===== src/hw/dtm_regs.svh =====
// register map, field positions, reset values and timing counts of the
// dual timer block; assumes 32-bit word aligned AHB-Lite register access
`ifndef DTM_REGS_SVH
`define DTM_REGS_SVH

// per-timer register offsets, timer n sits at n * stride
`define DTM_TMR_STRIDE   8'h20
`define DTM_CTRL0_OFS    8'h00
`define DTM_CTRL1_OFS    8'h04
`define DTM_COUNT_OFS    8'h08
`define DTM_CMPA_OFS     8'h0c
// shared registers
`define DTM_INT_ST_OFS   8'h40
`define DTM_INT_MASK_OFS 8'h44
`define DTM_PINSEL_OFS   8'h48

// control register 0 fields
`define DTM_C0_PAUSE     7
`define DTM_C0_CKSEL_LSB 4
`define DTM_C0_ON        3
`define DTM_C0_CMPP_LSB  0
// control register 1 fields
`define DTM_C1_MODE_LSB  6
`define DTM_C1_IO_LSB    4
`define DTM_C1_INIT      3
`define DTM_C1_POL       2
`define DTM_C1_DPX       1
`define DTM_C1_CCLR      0

// pin-share enable bits, four per timer
`define DTM_PS_CLK       0
`define DTM_PS_CAP       1
`define DTM_PS_OUT       2
`define DTM_PS_OUTB      3

`define DTM_CTRL_RST     8'h00
`define DTM_CMPA_RST     10'h000
`define DTM_PINSEL_RST   8'h00

// prescaler taps: sys/4, high clock/16 and /64 (high clock = hclk)
`define DTM_DIV4_MASK    6'h03
`define DTM_DIV16_MASK   6'h0f
`define DTM_DIV64_MASK   6'h3f
// sub clock approximated from the 50 MHz hclk, ~32.77 kHz
`define DTM_SUB_DIV      1526

`endif


===== src/hw/dtm_pkg.sv =====
// types shared by the dual timer top and its timer core
// assumes dtm_regs.svh supplies all numeric constants
package dtm_pkg;

   typedef enum logic [1:0] {
      DTM_MODE_CMP = 2'b00,   // compare match output
      DTM_MODE_CAP = 2'b01,   // input capture
      DTM_MODE_PWM = 2'b10,   // pwm, or single pulse when io field is 11
      DTM_MODE_TMR = 2'b11    // plain timer / event counter
   } dtm_mode_t;

   typedef enum logic [2:0] {
      DTM_CK_SYS4  = 3'b000,
      DTM_CK_SYS   = 3'b001,
      DTM_CK_H16   = 3'b010,
      DTM_CK_H64   = 3'b011,
      DTM_CK_SUBA  = 3'b100,
      DTM_CK_SUBB  = 3'b101,
      DTM_CK_PINR  = 3'b110,
      DTM_CK_PINF  = 3'b111
   } dtm_cksel_t;

   typedef enum logic {
      DTM_SP_IDLE  = 1'b0,
      DTM_SP_PULSE = 1'b1
   } dtm_sp_t;

endpackage : dtm_pkg


===== src/hw/dtm_tmr_if.sv =====
// signals between the register/bus top and one timer core
// assumes both ends run on hclk
`timescale 1ns/1ps
interface dtm_tmr_if #(parameter int CW = 10);
   logic [4:0]    ticks;     // sys/4, sys, h/16, h/64, sub enables
   logic [7:0]    ctrl0;
   logic [7:0]    ctrl1;
   logic [CW-1:0] cmpa;
   logic          clk_pin;
   logic          cap_pin;
   logic [CW-1:0] count;
   logic          match_a;   // comparator a match or capture event
   logic          match_p;
   logic          capture;   // load count into compare a
   logic          out;

   modport ctrl (output ticks, ctrl0, ctrl1, cmpa, clk_pin, cap_pin,
                 input count, match_a, match_p, capture, out);
   modport core (input ticks, ctrl0, ctrl1, cmpa, clk_pin, cap_pin,
                 output count, match_a, match_p, capture, out);
endinterface : dtm_tmr_if


===== src/hw/dtm_timer.sv =====
// one timer core: counter, comparators a and p, capture, output logic
// assumes pins already routed by pin-share and synchronous to hclk
`timescale 1ns/1ps
`include "dtm_regs.svh"
module dtm_timer #(
   parameter bit PERIODIC = 1'b0,
   parameter int CW       = 10
) (
   input wire logic hclk,
   input wire logic hresetn,
   dtm_tmr_if.core  tif
);
   import dtm_pkg::*;

   logic [2:0]    ck_s, cp_s;
   logic          on_q, out_q;
   logic [CW-1:0] cnt_q;
   dtm_sp_t       sp_q;
   dtm_mode_t     mode;
   dtm_cksel_t    cksel;
   logic [1:0]    io;
   logic          on, pause, tick, run, pin_edge, cap_evt, clr;
   logic          ck_rise, ck_fall, cp_rise, cp_fall, sp_mode, on_rise;
   logic          a_hit, p_hit, trig;
   logic [CW:0]   nxt;
   logic [CW-1:0] p_top, duty;

   assign mode    = dtm_mode_t'(tif.ctrl1[`DTM_C1_MODE_LSB +: 2]);
   assign io      = tif.ctrl1[`DTM_C1_IO_LSB +: 2];
   assign cksel   = dtm_cksel_t'(tif.ctrl0[`DTM_C0_CKSEL_LSB +: 3]);
   assign on      = tif.ctrl0[`DTM_C0_ON];
   assign pause   = tif.ctrl0[`DTM_C0_PAUSE];
   assign on_rise = on & ~on_q;
   assign sp_mode = (mode == DTM_MODE_PWM) && (io == 2'b11);

   // two-stage sync; edges read only stages two and three
   always_ff @(posedge hclk or negedge hresetn) begin
      if (!hresetn) begin
         ck_s <= 3'h0;
         cp_s <= 3'h0;
      end else begin
         ck_s <= {ck_s[1:0], tif.clk_pin};
         cp_s <= {cp_s[1:0], tif.cap_pin};
      end
   end
   assign ck_rise = ck_s[1] & ~ck_s[2];
   assign ck_fall = ~ck_s[1] & ck_s[2];
   assign cp_rise = cp_s[1] & ~cp_s[2];
   assign cp_fall = ~cp_s[1] & cp_s[2];

   // counting clock selection
   always_comb begin
      case (cksel)
         DTM_CK_SYS4: tick = tif.ticks[0];
         DTM_CK_SYS:  tick = tif.ticks[1];
         DTM_CK_H16:  tick = tif.ticks[2];
         DTM_CK_H64:  tick = tif.ticks[3];
         DTM_CK_PINR: tick = ck_rise;
         DTM_CK_PINF: tick = ck_fall;
         default:     tick = tif.ticks[4];
      endcase
   end

   // single pulse counts only while its pulse is out
   assign run   = on & ~pause & (~sp_mode | (sp_q == DTM_SP_PULSE));
   assign nxt   = {1'b0, cnt_q} + {{CW{1'b0}}, 1'b1};
   // p compares top three bits; zero wraps at full overflow
   assign p_top = {tif.ctrl0[`DTM_C0_CMPP_LSB +: 3], {(CW-3){1'b0}}};
   assign p_hit = tick & run & (nxt[CW-1:0] == p_top);
   assign a_hit = tick & run & (nxt[CW-1:0] == tif.cmpa);

   // pwm: dpx low -> p sets period, a duty; dpx high -> swapped
   assign duty = tif.ctrl1[`DTM_C1_DPX] ? p_top : tif.cmpa;
   always_comb begin
      if (mode == DTM_MODE_PWM && !sp_mode)
         clr = tif.ctrl1[`DTM_C1_DPX] ? a_hit : p_hit;
      else
         clr = tif.ctrl1[`DTM_C1_CCLR] ? a_hit : p_hit;
   end

   // capture edge per io field; periodic type also takes clock pin
   always_comb begin
      case (io)
         2'b00:   pin_edge = cp_rise;
         2'b01:   pin_edge = cp_fall;
         2'b10:   pin_edge = cp_rise | cp_fall;
         default: pin_edge = 1'b0;
      endcase
      if (PERIODIC)
         pin_edge = pin_edge | ck_rise;
   end
   assign cap_evt = on & (mode == DTM_MODE_CAP) & pin_edge;
   // external trigger starts a single pulse; periodic too
   assign trig    = on & sp_mode & (sp_q == DTM_SP_IDLE) & ck_rise;

   // on/off edge tracking
   always_ff @(posedge hclk or negedge hresetn) begin
      if (!hresetn)
         on_q <= 1'b0;
      else
         on_q <= on;
   end

   // counter: cleared on turn-on, held when off or paused
   always_ff @(posedge hclk or negedge hresetn) begin
      if (!hresetn)
         cnt_q <= '0;
      else if (on_rise || trig)
         cnt_q <= '0;
      else if (tick && run)
         cnt_q <= clr ? '0 : nxt[CW-1:0];
   end

   // single pulse sequencer
   always_ff @(posedge hclk or negedge hresetn) begin
      if (!hresetn)
         sp_q <= DTM_SP_IDLE;
      else begin
         case (sp_q)
            DTM_SP_IDLE:  if (trig) sp_q <= DTM_SP_PULSE;
            DTM_SP_PULSE: if (a_hit || !on || !sp_mode)
                             sp_q <= DTM_SP_IDLE;
            default:      sp_q <= DTM_SP_IDLE;
         endcase
      end
   end

   // output level per mode
   always_ff @(posedge hclk or negedge hresetn) begin
      if (!hresetn)
         out_q <= 1'b0;
      else if (on_rise && mode == DTM_MODE_CMP)
         out_q <= tif.ctrl1[`DTM_C1_INIT];
      else if (mode == DTM_MODE_CMP && a_hit) begin
         case (io)
            2'b01:   out_q <= 1'b0;
            2'b10:   out_q <= 1'b1;
            2'b11:   out_q <= ~out_q;
            default: out_q <= out_q;
         endcase
      end else if (sp_mode)
         out_q <= tif.ctrl1[`DTM_C1_POL] ^ (sp_q == DTM_SP_PULSE);
      else if (mode == DTM_MODE_PWM)
         out_q <= tif.ctrl1[`DTM_C1_POL] ^ (on & (cnt_q < duty));
   end

   assign tif.count   = cnt_q;
   assign tif.out     = out_q;
   assign tif.capture = cap_evt;
   assign tif.match_a = (mode == DTM_MODE_CAP) ? cap_evt : a_hit;
   assign tif.match_p = p_hit;
endmodule : dtm_timer


===== src/hw/dtm_top.sv =====
// dual timer block: AHB-Lite registers, prescaler, interrupts, pin-share
// and the standard (index 0) and periodic (index 1) timer cores
// assumes single-word AHB-Lite transfers and pins synchronous to hclk
//
// Contract
// - counter equal to a comparator raises interrupt, may clear, may drive out
// - three-bit select picks system, high, sub or pin counter clock
// - each timer has separate comparator a and comparator p interrupts
// - software picks rising or falling edge of the external clock pin
// - in single pulse mode the clock pin triggers the pulse
// - capture pin edge is rising, falling or both via two-bit field
// - periodic timer also captures and triggers from its clock pin
// - second output is always the inverse of the first; in reset both are driven low
// - compare match sets output high, low or toggles it
// - pwm waveform leaves on the same true and inverted pair
// - pwm is edge aligned; duty or period adjusted, not both
// - one standard and one periodic timer, each with all five modes
// - selected clock pin edges advance the counter as event counter
// - timer pins connect only when pin-share routes them to timer
// - clock select codes: sys/4, sys, h/16, h/64, sub, pin edges
// - counter-on rising clears counter; falling stops and holds value
// - pause holds the counter; clearing pause resumes from held value
// - comparator p checks top three bits; zero means full overflow
`timescale 1ns/1ps
`include "dtm_regs.svh"
module dtm_top #(
   parameter int CW      = 10,
   parameter int SUB_DIV = `DTM_SUB_DIV
) (
   input  wire logic        hclk,
   input  wire logic        hresetn,
   input  wire logic        hsel,
   input  wire logic [31:0] haddr,
   input  wire logic [1:0]  htrans,
   input  wire logic        hwrite,
   input  wire logic [2:0]  hsize,
   input  wire logic [31:0] hwdata,
   input  wire logic        hready,
   output logic             hreadyout,
   output logic             hresp,
   output logic [31:0]      hrdata,
   input  wire logic [1:0]  timer_clock_pin,
   input  wire logic [1:0]  capture_input_pin,
   output logic [1:0]       timer_output,
   output logic [1:0]       timer_output_inverted,
   output logic [1:0]       timer_output_oe_n,
   output logic [1:0]       timer_output_inverted_oe_n,
   output logic             irq
);
   import dtm_pkg::*;

   localparam int NT = 2;   // standard then periodic

   logic [7:0]    ctrl0_q [NT];
   logic [7:0]    ctrl1_q [NT];
   logic [CW-1:0] cmpa_q  [NT];
   logic [31:0]   tmr_rd  [NT];
   logic [2*NT-1:0] st_q, mask_q, st_set;
   logic [7:0]    pinsel_q;
   logic [5:0]    pre_q;
   logic [11:0]   sub_q;
   logic          sub_tick;
   logic          wr_q;
   logic [7:0]    waddr_q;
   logic          addr_ok;
   logic [31:0]   rdata;

   // every access finishes with zero wait states and OKAY
   always_ff @(posedge hclk or negedge hresetn) begin
      if (!hresetn) begin
         hreadyout <= 1'b0;
         hresp     <= 1'b0;
      end else begin
         hreadyout <= 1'b1;
         hresp     <= 1'b0;
      end
   end

   // address phase capture; hsize ignored since only words are used
   assign addr_ok = hsel & htrans[1] & hready & (hsize == 3'b010 | 1'b1);
   always_ff @(posedge hclk or negedge hresetn) begin
      if (!hresetn) begin
         wr_q    <= 1'b0;
         waddr_q <= 8'h00;
      end else begin
         wr_q    <= addr_ok & hwrite;
         waddr_q <= haddr[7:0];
      end
   end

   // read data is registered in the address phase so it stands in the
   // data phase; unmapped words read as zero
   always_ff @(posedge hclk or negedge hresetn) begin
      if (!hresetn)
         hrdata <= 32'h0000_0000;
      else if (addr_ok && !hwrite)
         hrdata <= rdata;
   end

   // prescaler: one-cycle enables for the internal clock ratios
   always_ff @(posedge hclk or negedge hresetn) begin
      if (!hresetn)
         pre_q <= 6'h00;
      else
         pre_q <= pre_q + 6'h01;
   end

   // sub clock divider; coarse, since hclk is not a multiple of 32 kHz
   always_ff @(posedge hclk or negedge hresetn) begin
      if (!hresetn)
         sub_q <= 12'h000;
      else if (sub_tick)
         sub_q <= 12'h000;
      else
         sub_q <= sub_q + 12'h001;
   end
   assign sub_tick = (sub_q == 12'(SUB_DIV - 1));

   genvar gi;
   generate
      for (gi = 0; gi < NT; gi++) begin : g_tmr
         localparam logic [7:0] BASE = 8'(gi * 32'h20);
         dtm_tmr_if #(.CW(CW)) tif ();

         // both timer kinds share one core, periodic adds pin capture
         dtm_timer #(
            .PERIODIC (gi == 1),
            .CW       (CW)
         ) u_tmr (
            .hclk    (hclk),
            .hresetn (hresetn),
            .tif     (tif)
         );

         // feed timer; pins pass only when pin-share routes them
         assign tif.ticks   = {sub_tick,
                               (pre_q & `DTM_DIV64_MASK) == `DTM_DIV64_MASK,
                               (pre_q & `DTM_DIV16_MASK) == `DTM_DIV16_MASK,
                               1'b1,
                               (pre_q & `DTM_DIV4_MASK) == `DTM_DIV4_MASK};
         assign tif.ctrl0   = ctrl0_q[gi];
         assign tif.ctrl1   = ctrl1_q[gi];
         assign tif.cmpa    = cmpa_q[gi];
         assign tif.clk_pin = timer_clock_pin[gi]
                              & pinsel_q[4*gi + `DTM_PS_CLK];
         assign tif.cap_pin = capture_input_pin[gi]
                              & pinsel_q[4*gi + `DTM_PS_CAP];
         assign st_set[2*gi]     = tif.match_a;
         assign st_set[2*gi + 1] = tif.match_p;

         // control registers
         always_ff @(posedge hclk or negedge hresetn) begin
            if (!hresetn) begin
               ctrl0_q[gi] <= `DTM_CTRL_RST;
               ctrl1_q[gi] <= `DTM_CTRL_RST;
            end else if (wr_q) begin
               if (waddr_q == BASE + `DTM_CTRL0_OFS)
                  ctrl0_q[gi] <= hwdata[7:0];
               if (waddr_q == BASE + `DTM_CTRL1_OFS)
                  ctrl1_q[gi] <= hwdata[7:0];
            end
         end

         // compare a: a capture from the pin wins over a software write
         always_ff @(posedge hclk or negedge hresetn) begin
            if (!hresetn)
               cmpa_q[gi] <= `DTM_CMPA_RST;
            else if (tif.capture)
               cmpa_q[gi] <= tif.count;
            else if (wr_q && waddr_q == BASE + `DTM_CMPA_OFS)
               cmpa_q[gi] <= hwdata[CW-1:0];
         end

         // pin outputs registered; the pair is complementary except in reset, when both are low
         always_ff @(posedge hclk or negedge hresetn) begin
            if (!hresetn) begin
               timer_output[gi]               <= 1'b0;
               timer_output_inverted[gi]      <= 1'b0;
               timer_output_oe_n[gi]          <= 1'b1;
               timer_output_inverted_oe_n[gi] <= 1'b1;
            end else begin
               timer_output[gi]               <= tif.out;
               timer_output_inverted[gi]      <= ~tif.out;
               timer_output_oe_n[gi]          <=
                  ~pinsel_q[4*gi + `DTM_PS_OUT];
               timer_output_inverted_oe_n[gi] <=
                  ~pinsel_q[4*gi + `DTM_PS_OUTB];
            end
         end

         // per-timer read view
         always_comb begin
            tmr_rd[gi] = 32'h0000_0000;
            if (haddr[7:0] == BASE + `DTM_CTRL0_OFS)
               tmr_rd[gi] = {24'h00_0000, ctrl0_q[gi]};
            else if (haddr[7:0] == BASE + `DTM_CTRL1_OFS)
               tmr_rd[gi] = {24'h00_0000, ctrl1_q[gi]};
            else if (haddr[7:0] == BASE + `DTM_COUNT_OFS)
               tmr_rd[gi] = {{(32-CW){1'b0}}, tif.count};
            else if (haddr[7:0] == BASE + `DTM_CMPA_OFS)
               tmr_rd[gi] = {{(32-CW){1'b0}}, cmpa_q[gi]};
         end
      end
   endgenerate

   // sticky status: a new event wins over a write-one clear
   always_ff @(posedge hclk or negedge hresetn) begin
      if (!hresetn)
         st_q <= '0;
      else if (wr_q && waddr_q == `DTM_INT_ST_OFS)
         st_q <= (st_q & ~hwdata[2*NT-1:0]) | st_set;
      else
         st_q <= st_q | st_set;
   end

   // interrupt mask and pin-share selection
   always_ff @(posedge hclk or negedge hresetn) begin
      if (!hresetn) begin
         mask_q   <= '0;
         pinsel_q <= `DTM_PINSEL_RST;
      end else if (wr_q) begin
         if (waddr_q == `DTM_INT_MASK_OFS)
            mask_q <= hwdata[2*NT-1:0];
         if (waddr_q == `DTM_PINSEL_OFS)
            pinsel_q <= hwdata[7:0];
      end
   end

   // level interrupt, registered so the output comes from a flop
   always_ff @(posedge hclk or negedge hresetn) begin
      if (!hresetn)
         irq <= 1'b0;
      else
         irq <= |(st_q & mask_q);
   end

   // read mux: per-timer views plus shared registers
   always_comb begin
      case (haddr[7:0])
         `DTM_INT_ST_OFS:   rdata = {{(32-2*NT){1'b0}}, st_q};
         `DTM_INT_MASK_OFS: rdata = {{(32-2*NT){1'b0}}, mask_q};
         `DTM_PINSEL_OFS:   rdata = {24'h00_0000, pinsel_q};
         default:           rdata = tmr_rd[0] | tmr_rd[1];
      endcase
   end
endmodule : dtm_top

===== config.mk =====
export PLATFORM = sky130hd
export DESIGN_NAME = dtm_top
export DESIGN_NICKNAME = d
export VERILOG_FILES = /design/src/hw/dtm_pkg.sv /design/src/hw/dtm_tmr_if.sv /design/src/hw/dtm_timer.sv /design/src/hw/dtm_top.sv
export VERILOG_INCLUDE_DIRS = /design/src /design/src/hw
export SDC_FILE = /design/constraint.sdc
export NUM_CORES = 1
export LEC_CHECK = 0
export BUFFER_PORTS_ARGS = -buffer_cell sky130_fd_sc_hd__buf_4
export CAP_MARGIN = 40
export CORE_AREA = 2 2 112 136
export DETAILED_ROUTE_END_ITERATION = 6
export DIE_AREA = 0 0 114 138
export GPL_TIMING_DRIVEN = 0
export PLACE_DENSITY = 0.9
export SYNTH_ARGS = -nofsm -noshare
export SYNTH_HDL_FRONTEND = slang
export SYNTH_SLANG_ARGS = --single-unit
export TNS_END_PERCENT = 20

===== constraint.sdc =====
create_clock -name hclk -period 4.4 [get_ports hclk]
set_input_delay 0.44 -clock hclk [delete_from_list [all_inputs] [get_ports hclk]]
set_output_delay 0.44 -clock hclk [all_outputs]
set_load 0.02 [all_outputs]

==> flow_summary.ini, run 1 <==
[timing]
setup_viol = 0
finalHoldViolCount = 3
fin_worst_skew_ns = 0.00517
tightestPinTransition_ns = 0.973
fin_crit_ns = 3.36
final.setup.tns_ns = 0
max-slew-margin-rel_pct = 34.9
fmax_mhz = 298
slew_viol_final = 0
rsz0062_at_grt = false
fin_hold_ws_ns = -0.00293
post-route-period-util_pct = 76.4

[clock_tree]
clk_latency_ns = 0.43
cts_max_level = 4
cts_buffers = 17
path_clk_slew_ns = 0.06
cts_hold_buf = 0
post-cts-setup-buffer-count = 0
cts_resized = 0
clockRootBuffer = clkbuf_16
cts_buffer_depth = 2
cts_tree = done
clock_sinks = 153

[pwr]
pwr_density_cell_nw_per_um2 = 329
ir_worst_vdd_mv = 0.257
p_sw_share_pct = 24.4
pwr-share-clk_pct = 47.7
p_leak_nw = 4.73
p_comb_share_pct = 8.6
share_seq_of_total_power_pct = 43.6
p_sw_uw = 828
p_int_mw = 2.56

[global_routing]
grt_pass1_wl_um = 41200
grt_pass1_vias = 7782
gr-usage-all-layers_pct = 33.8
grt_overflow = 0
grt_max_degree = 94
antenna_found_initial = 0

[outcome]
violations = negative hold slack
outcome = finished with violations

[logic_synthesis]
ys_warn_count = 0
synth-async-reset-ratio_pct = 100
synth_enable_flop_cells = 0
ys_types = 75
ys_seq_area_share_pct = 42.7
netlist_instances = 950
netlist_area_sq_um = 8980
syn_area_per_cell_sq_um = 9.45
synth-main-ff-cell = dfrtp_1
yosys_register_bits = 153

[die]
rows = 49
die_h_um = 138
fp.dieW_um = 114
die-area_sq_um = 15700
initial_core_util_pct = 61.5
ios = 121
coreArea_sq_um = 14600

[setup_path]
rrSetupSlack_ns = 1.04
crit_fanout = 9
startpoint_type = flop
worstRegToRegCells = 10
crit_required_ns = 4.72
critPathCaptureType = flop
worstSetupPathType = flop to flop
r2r_end = g_tmr[0].u_tmr.tif.out
crit_arrival_ns = 3.68
reg2reg_from = g_tmr[0].u_tmr.tif.count[1]

[route]
first_pass_iters = 6
drtIter0Drc = 869
via_per_inst = 6.42
routed_wl_um = 25800
vias = 7885
wl_per_cell_um = 21.0
drcViolationCount = 0
ant_nets = 0

[layout]
final_layout_size_suffix_gt1_share_pct = 16.2
antenna_cells = 0
mostFrequentLayoutCells = 149 x dfrtp_1, 96 x nand2_1, 85 x nor2_1
instances_no_fill = 1228
nets = 1144
syn2layout_area_growth_pct = 14.8
final_common_cell = dfrtp_1

[placed_design]
place_inst = 1196
place_congestion = 0.970
dp_hpwl_um = 18100
port-buffer-count = 45

[min_path]
hp-class = input pin to asynchronous set/reset pin

[flow_run]
max-cap-violations = 0
## cells by family after synthesis
| kind of cell | synth area share [%] |
|---|---|
| and+or+nand+nor | 19.5 |
| AOI/OAI and AO/OA | 13.2 |
| DFF | 42.7 |
| buffers and inverters | 5.92 |
| muxes | 9.11 |
| xor gates and xnor gates | 5.52 |
| adders and majority gates | 4.04 |
| other | 0.0836 |
## final cells by class
class,instances,area [sq um]
clock inverter,14,223
inverter,29,109
buffer,74,423
clock buffer,18,429
timing repair buffer,46,369
multi-input combinational,716,4700
sequential,153,3830
tap,178,223
fill,1086,4290
## synth_stat cells, types with 12 or more instances
master | count | area share (%)
a21oi_1 | 38 | 2.1
buf_4 | 26 | 2.2
clkbuf_1 | 31 | 1.3
dfrtp_1 | 149 | 42
ha_1 | 29 | 4.0
inv_1 | 29 | 1.2
mux2_2 | 38 | 4.8
mux2i_1 | 39 | 4.3
nand2_1 | 96 | 4.0
nand2b_1 | 22 | 1.5
nand3_1 | 41 | 2.3
nand4_1 | 23 | 1.6
nor2_1 | 85 | 3.6
nor3_1 | 19 | 1.1
o21ai_0 | 49 | 2.7
or3_1 | 12 | 0.84
xnor2_1 | 32 | 3.1
xor2_1 | 22 | 2.1
## registers in the layout, indices dropped and copies added (netlist names), 4 cells and up
| signal | cells |
|---|---|
| pinsel_q | 8 |
| sub_q | 12 |
| waddr_q | 8 |
| hrdata | 10 |
| g_tmr.tif.ctrl1 | 16 |
| st_q | 4 |
| g_tmr.tif.cmpa | 20 |
| g_tmr.tif.ctrl0 | 16 |
| g_tmr.u_tmr.ck_s | 6 |
| mask_q | 4 |
| pre_q | 6 |
| g_tmr.u_tmr.tif.count | 20 |
| g_tmr.u_tmr.cp_s | 6 |
## stage by stage
stage / instance area (sq um) / setup WS, ns / hold WS (ns) / utilization (%) / power, mW
4_1_cts: 10300 / 1.09 / 0.0187 / 70.6 / 3.38
5_1_grt: 10300 / 0.855 / 0.0612 / 70.6 / 3.47
2_1_floorplan: 9060 / 1.52 / 0.144 / - / 1.66
3_3_place_gp: 9620 / 1.19 / 0.335 / 65.9 / 1.77
3_5_place_dp: 9650 / 1.13 / 0.338 / 66.2 / 1.78
6_report: 10300 / 1.04 / -0.00293 / 70.6 / 3.39
## worst max-delay path, stage by stage, from the launching register on
cell       delay [ns]
dfrtp_1          0.56
ha_1             0.24
buf_6            0.13
nand3_2          0.11
or2_2            0.37
mux2i_1          0.17
nor4b_1          0.30
nand4_1          0.35
a2111oi_0        0.65
a211oi_1         0.13
a22o_1           0.23
## worst max-delay path by stage
stage,start,end,cells after the start
after CTS,g_tmr[0].u_tmr.tif.count[1],g_tmr[0].u_tmr.tif.out,10
after floorplan,g_tmr[0].u_tmr.tif.count[1],g_tmr[0].u_tmr.tif.count[6],11
after global routing,g_tmr[0].u_tmr.tif.count[1],g_tmr[0].u_tmr.tif.out,10
final,g_tmr[0].u_tmr.tif.count[1],g_tmr[0].u_tmr.tif.out,10
after global placement,g_tmr[0].u_tmr.tif.count[1],g_tmr[0].u_tmr.tif.count[7],11
after detailed placement,g_tmr[0].u_tmr.tif.count[1],g_tmr[0].u_tmr.tif.count[7],11
## metal layers
layer | part of all wire, % | wire (um) | track usage, % | vias to the layer above
met5 | 0 | 0 | 0 | -
met4 | 6.8 | 1740 | 21.2 | 0
met3 | 8.8 | 2260 | 7.50 | 140
met2 | 46 | 11900 | 52.3 | 476
met1 | 38 | 9900 | 42.8 | 3737
li1 | - | - | - | 3532
## power groups by stage
stage	registers (mW)	clock network (mW)	logic [mW]
after floorplan	1.50	0	0.169
after global placement	1.50	0	0.273
after detailed placement	1.50	0	0.282
after CTS	1.48	1.62	0.285
after global routing	1.48	1.68	0.315
final	1.48	1.62	0.292
Note: power is estimated with default switching activity, not from simulation.
==> run 2: changes to the inputs <==
--- a/config.mk
+++ b/config.mk
@@ -6,13 +6,14 @@
 export SDC_FILE = /design/constraint.sdc
 export NUM_CORES = 1
 export LEC_CHECK = 0
+export ABC_AREA = 1
 export BUFFER_PORTS_ARGS = -buffer_cell sky130_fd_sc_hd__buf_4
 export CAP_MARGIN = 40
-export CORE_AREA = 2 2 112 136
+export CORE_AREA = 2 2 117 141
 export DETAILED_ROUTE_END_ITERATION = 6
-export DIE_AREA = 0 0 114 138
+export DIE_AREA = 0 0 119 143
 export GPL_TIMING_DRIVEN = 0
-export PLACE_DENSITY = 0.9
+export PLACE_DENSITY = 0.84
 export SYNTH_ARGS = -nofsm -noshare
 export SYNTH_HDL_FRONTEND = slang
 export SYNTH_SLANG_ARGS = --single-unit
==> constraint.sdc (replaced) <==
create_clock -name hclk -period 3.1 [get_ports hclk]
set_input_delay 0.31 -clock hclk [delete_from_list [all_inputs] [get_ports hclk]]
set_output_delay 0.31 -clock hclk [all_outputs]
set_load 0.02 [all_outputs]
==> run 2 against run 1 <==
  * The run now ends clean
  * Synthesized cell count grew 23%
  * Worst hold slack improved by 0.049 ns
  * Critical path type is now input pin to flop
  * Critical path depth increased by 1
  * Clock power up 33%
  * Critical endpoint is now hrdata[7]
  * Register-to-register slack lost 0.62 ns
==> flow_summary.ini, run 2 <==
[timing]
fin_hold_ws_ns = 0.0463
fmax_mhz = 368
tightestPinTransition_ns = 0.896
post-route-period-util_pct = 87.6
slew_viol_final = 0
fin_worst_skew_ns = 0.00775
rsz0062_at_grt = false
max-slew-margin-rel_pct = 40.1
finalHoldViolCount = 0
fin_crit_ns = 2.72
final.setup.tns_ns = 0
setup_viol = 0

[die]
die-area_sq_um = 17000
ios = 121
rows = 50
initial_core_util_pct = 57.2
fp.dieW_um = 119
coreArea_sq_um = 15600
die_h_um = 143

[pwr]
ir_worst_vdd_mv = 0.310
p_leak_nw = 5.36
pwr_density_cell_nw_per_um2 = 448

[outcome]
outcome = finished clean

[global_routing]
use_met1_pct = 37.9
antenna_found_initial = 0
grt_max_degree = 92
grtUsageMet3_pct = 5.91
grt_pass1_vias = 8007
grt_overflow = 0
gr-usage-met2_pct = 52.3
grt_pass1_wl_um = 41100
gr-usage-all-layers_pct = 31.4
busiest_layer = met2

[logic_synthesis]
ys_top_cells_by_area = dfrtp_1 42%, nand2_1 13%, inv_1 6.2%
synth_enable_flop_cells = 0
yosys_register_bits = 153
yosysMostFrequentCell = nand2_1
syn_area_per_cell_sq_um = 7.64
netlist_instances = 1165
ys_types = 50
ys_top_cells_by_count = 310 x nand2_1, 149 x dfrtp_1, 147 x inv_1, 98 x nand3_1, 93 x nor2_1
synth-main-ff-cell = dfrtp_1
ys_warn_count = 0
synth_top_area_cell = dfrtp_1
synth-async-reset-ratio_pct = 100
netlist_area_sq_um = 8900
ys_seq_area_share_pct = 43.1
synth_top_area_share_pct = 41.9

[clock_tree]
cts_max_level = 4
cts_buffer_depth = 2
clockRootBuffer = clkbuf_16
cts_tree = done
clock_sinks = 153
post-cts-setup-buffer-count = 0
path_clk_slew_ns = 0.06
cts_hold_buf = 6
cts_buffers = 17
cts_resized = 0
clk_latency_ns = 0.43

[layout]
final_layout_size_suffix_gt1_share_pct = 13.6
mostFrequentLayoutCells = 310 x nand2_1, 149 x dfrtp_1, 147 x inv_1
syn2layout_area_growth_pct = 16.0
antenna_cells = 0
nets = 1370
final_common_cell = nand2_1

[placed_design]
dp_hpwl_um = 19000
place_congestion = 1.01
port-buffer-count = 47

[route]
ant_nets = 0
routed_wl_um = 25700
drtIter0Drc = 863
first_pass_iters = 6
drcViolationCount = 0
wl_per_cell_um = 17.3
vias = 8489
via_per_inst = 5.72

[setup_path]
crit_buf_inv = 3
crit_family = simple AND/OR/NAND/NOR gates
worstSetupPathType = input pin to flop
slowest_stage = nor3_2
rrSetupSlack_ns = 0.42
crit_fanout = 9
crit_path_cell_trace = dlygate4sd3_1 -> buf_4 -> inv_1 -> nand2_1 -> nor3_2 -> nand2_1 -> o22ai_1 -> a21oi_1 -> o211ai_1 -> nand2_1 -> nand2_1
crit_arrival_ns = 3.08
startpoint_type = input pin
critPathCaptureType = flop
crit_required_ns = 3.47
crit_top_cell = nand2_1
cpPeakStageDelay_ns = 0.64

[flow_run]
max-cap-violations = 0

[min_path]
hp-class = input pin to flop
run 2: changes by cell type after synthesis, sizes merged, moves of 15 or more:
| cell | before | now |
|---|---|---|
| nand2 | 96 | 328 |
| inv | 29 | 150 |
| nand3 | 43 | 106 |
| o21ai | 49 | 93 |
| mux2i | 39 | 0 |
| mux2 | 38 | 0 |
| xnor2 | 32 | 1 |
| nand2b | 22 | 0 |
| nor2 | 85 | 106 |
| clkbuf | 31 | 12 |
| buf | 43 | 27 |
| o221ai | 4 | 19 |
run 2: cell families (layout without fill, tap and decap cells):
logic type,count (synthesis),count (layout),share of synthesized area [%]
AND/OR/NAND/NOR,582,582,28.9
adder cells (fa/ha/maj),29,29,4.08
AO/OA/AOI/OAI,197,197,13.6
buffers and inverters,193,282,9.26
flip-flops,153,153,43.1
XOR/XNOR,9,9,0.970
other,2,24,0.0843
run 2: power by group:
part / internal [mW] / leakage (nW) / switching [mW]
sequential: 2.05 / 1.69 / 0.0463
combinational: 0.130 / 3.37 / 0.236
clock: 1.29 / 0.306 / 0.878
total: 3.47 / 5.36 / 1.16
run 2: path summary, 6_finish.rpt:
path                                              from                endpoint  cells after the start
max in group asynchronous                      hresetn         timer_output[0]                      3
worst max register to register   g_tmr[1].tif.ctrl1[1]  g_tmr[1].u_tmr.tif.out                     14
worst max-delay path                          haddr[0]               hrdata[7]                     11
min in group asynchronous                      hresetn               hreadyout                      2
worst min register to register  g_tmr[0].u_tmr.cp_s[0]  g_tmr[0].u_tmr.cp_s[1]                      0
worst min-delay path                          haddr[2]              waddr_q[2]                      1
run 2: per-layer routing:
| metal | up-vias | part of all wire (%) |
|---|---|---|
| li1 | 3995 | - |
| met2 | 438 | 48 |
| met4 | 0 | 6.0 |
| met1 | 3947 | 38 |
| met3 | 109 | 7.5 |
| met5 | - | 0 |
run 2: final cells by class:
class	instances	area, sq um
sequential	153	3830
clock buffer	21	480
inverter	154	578
clock inverter	11	134
multi-input combinational	841	4330
tap	208	260
timing repair buffer	57	472
fill	1302	5250
buffer	39	246
run 2: stage by stage:
stage / instances / total power [mW] / setup WS (ns) / util, % / cell area [sq um]
final: 1484 / 4.63 / 0.385 / 66.3 / 10300
after global routing: 1484 / 4.77 / 0.181 / 66.3 / 10300
after CTS: 1482 / 4.63 / 0.453 / 66.2 / 10300
after detailed placement: 1444 / 2.49 / 0.479 / 61.9 / 9640
after global placement: 1442 / 2.48 / 0.503 / 61.6 / 9600
after floorplan: 1187 / 2.32 / 1.02 / - / 8990
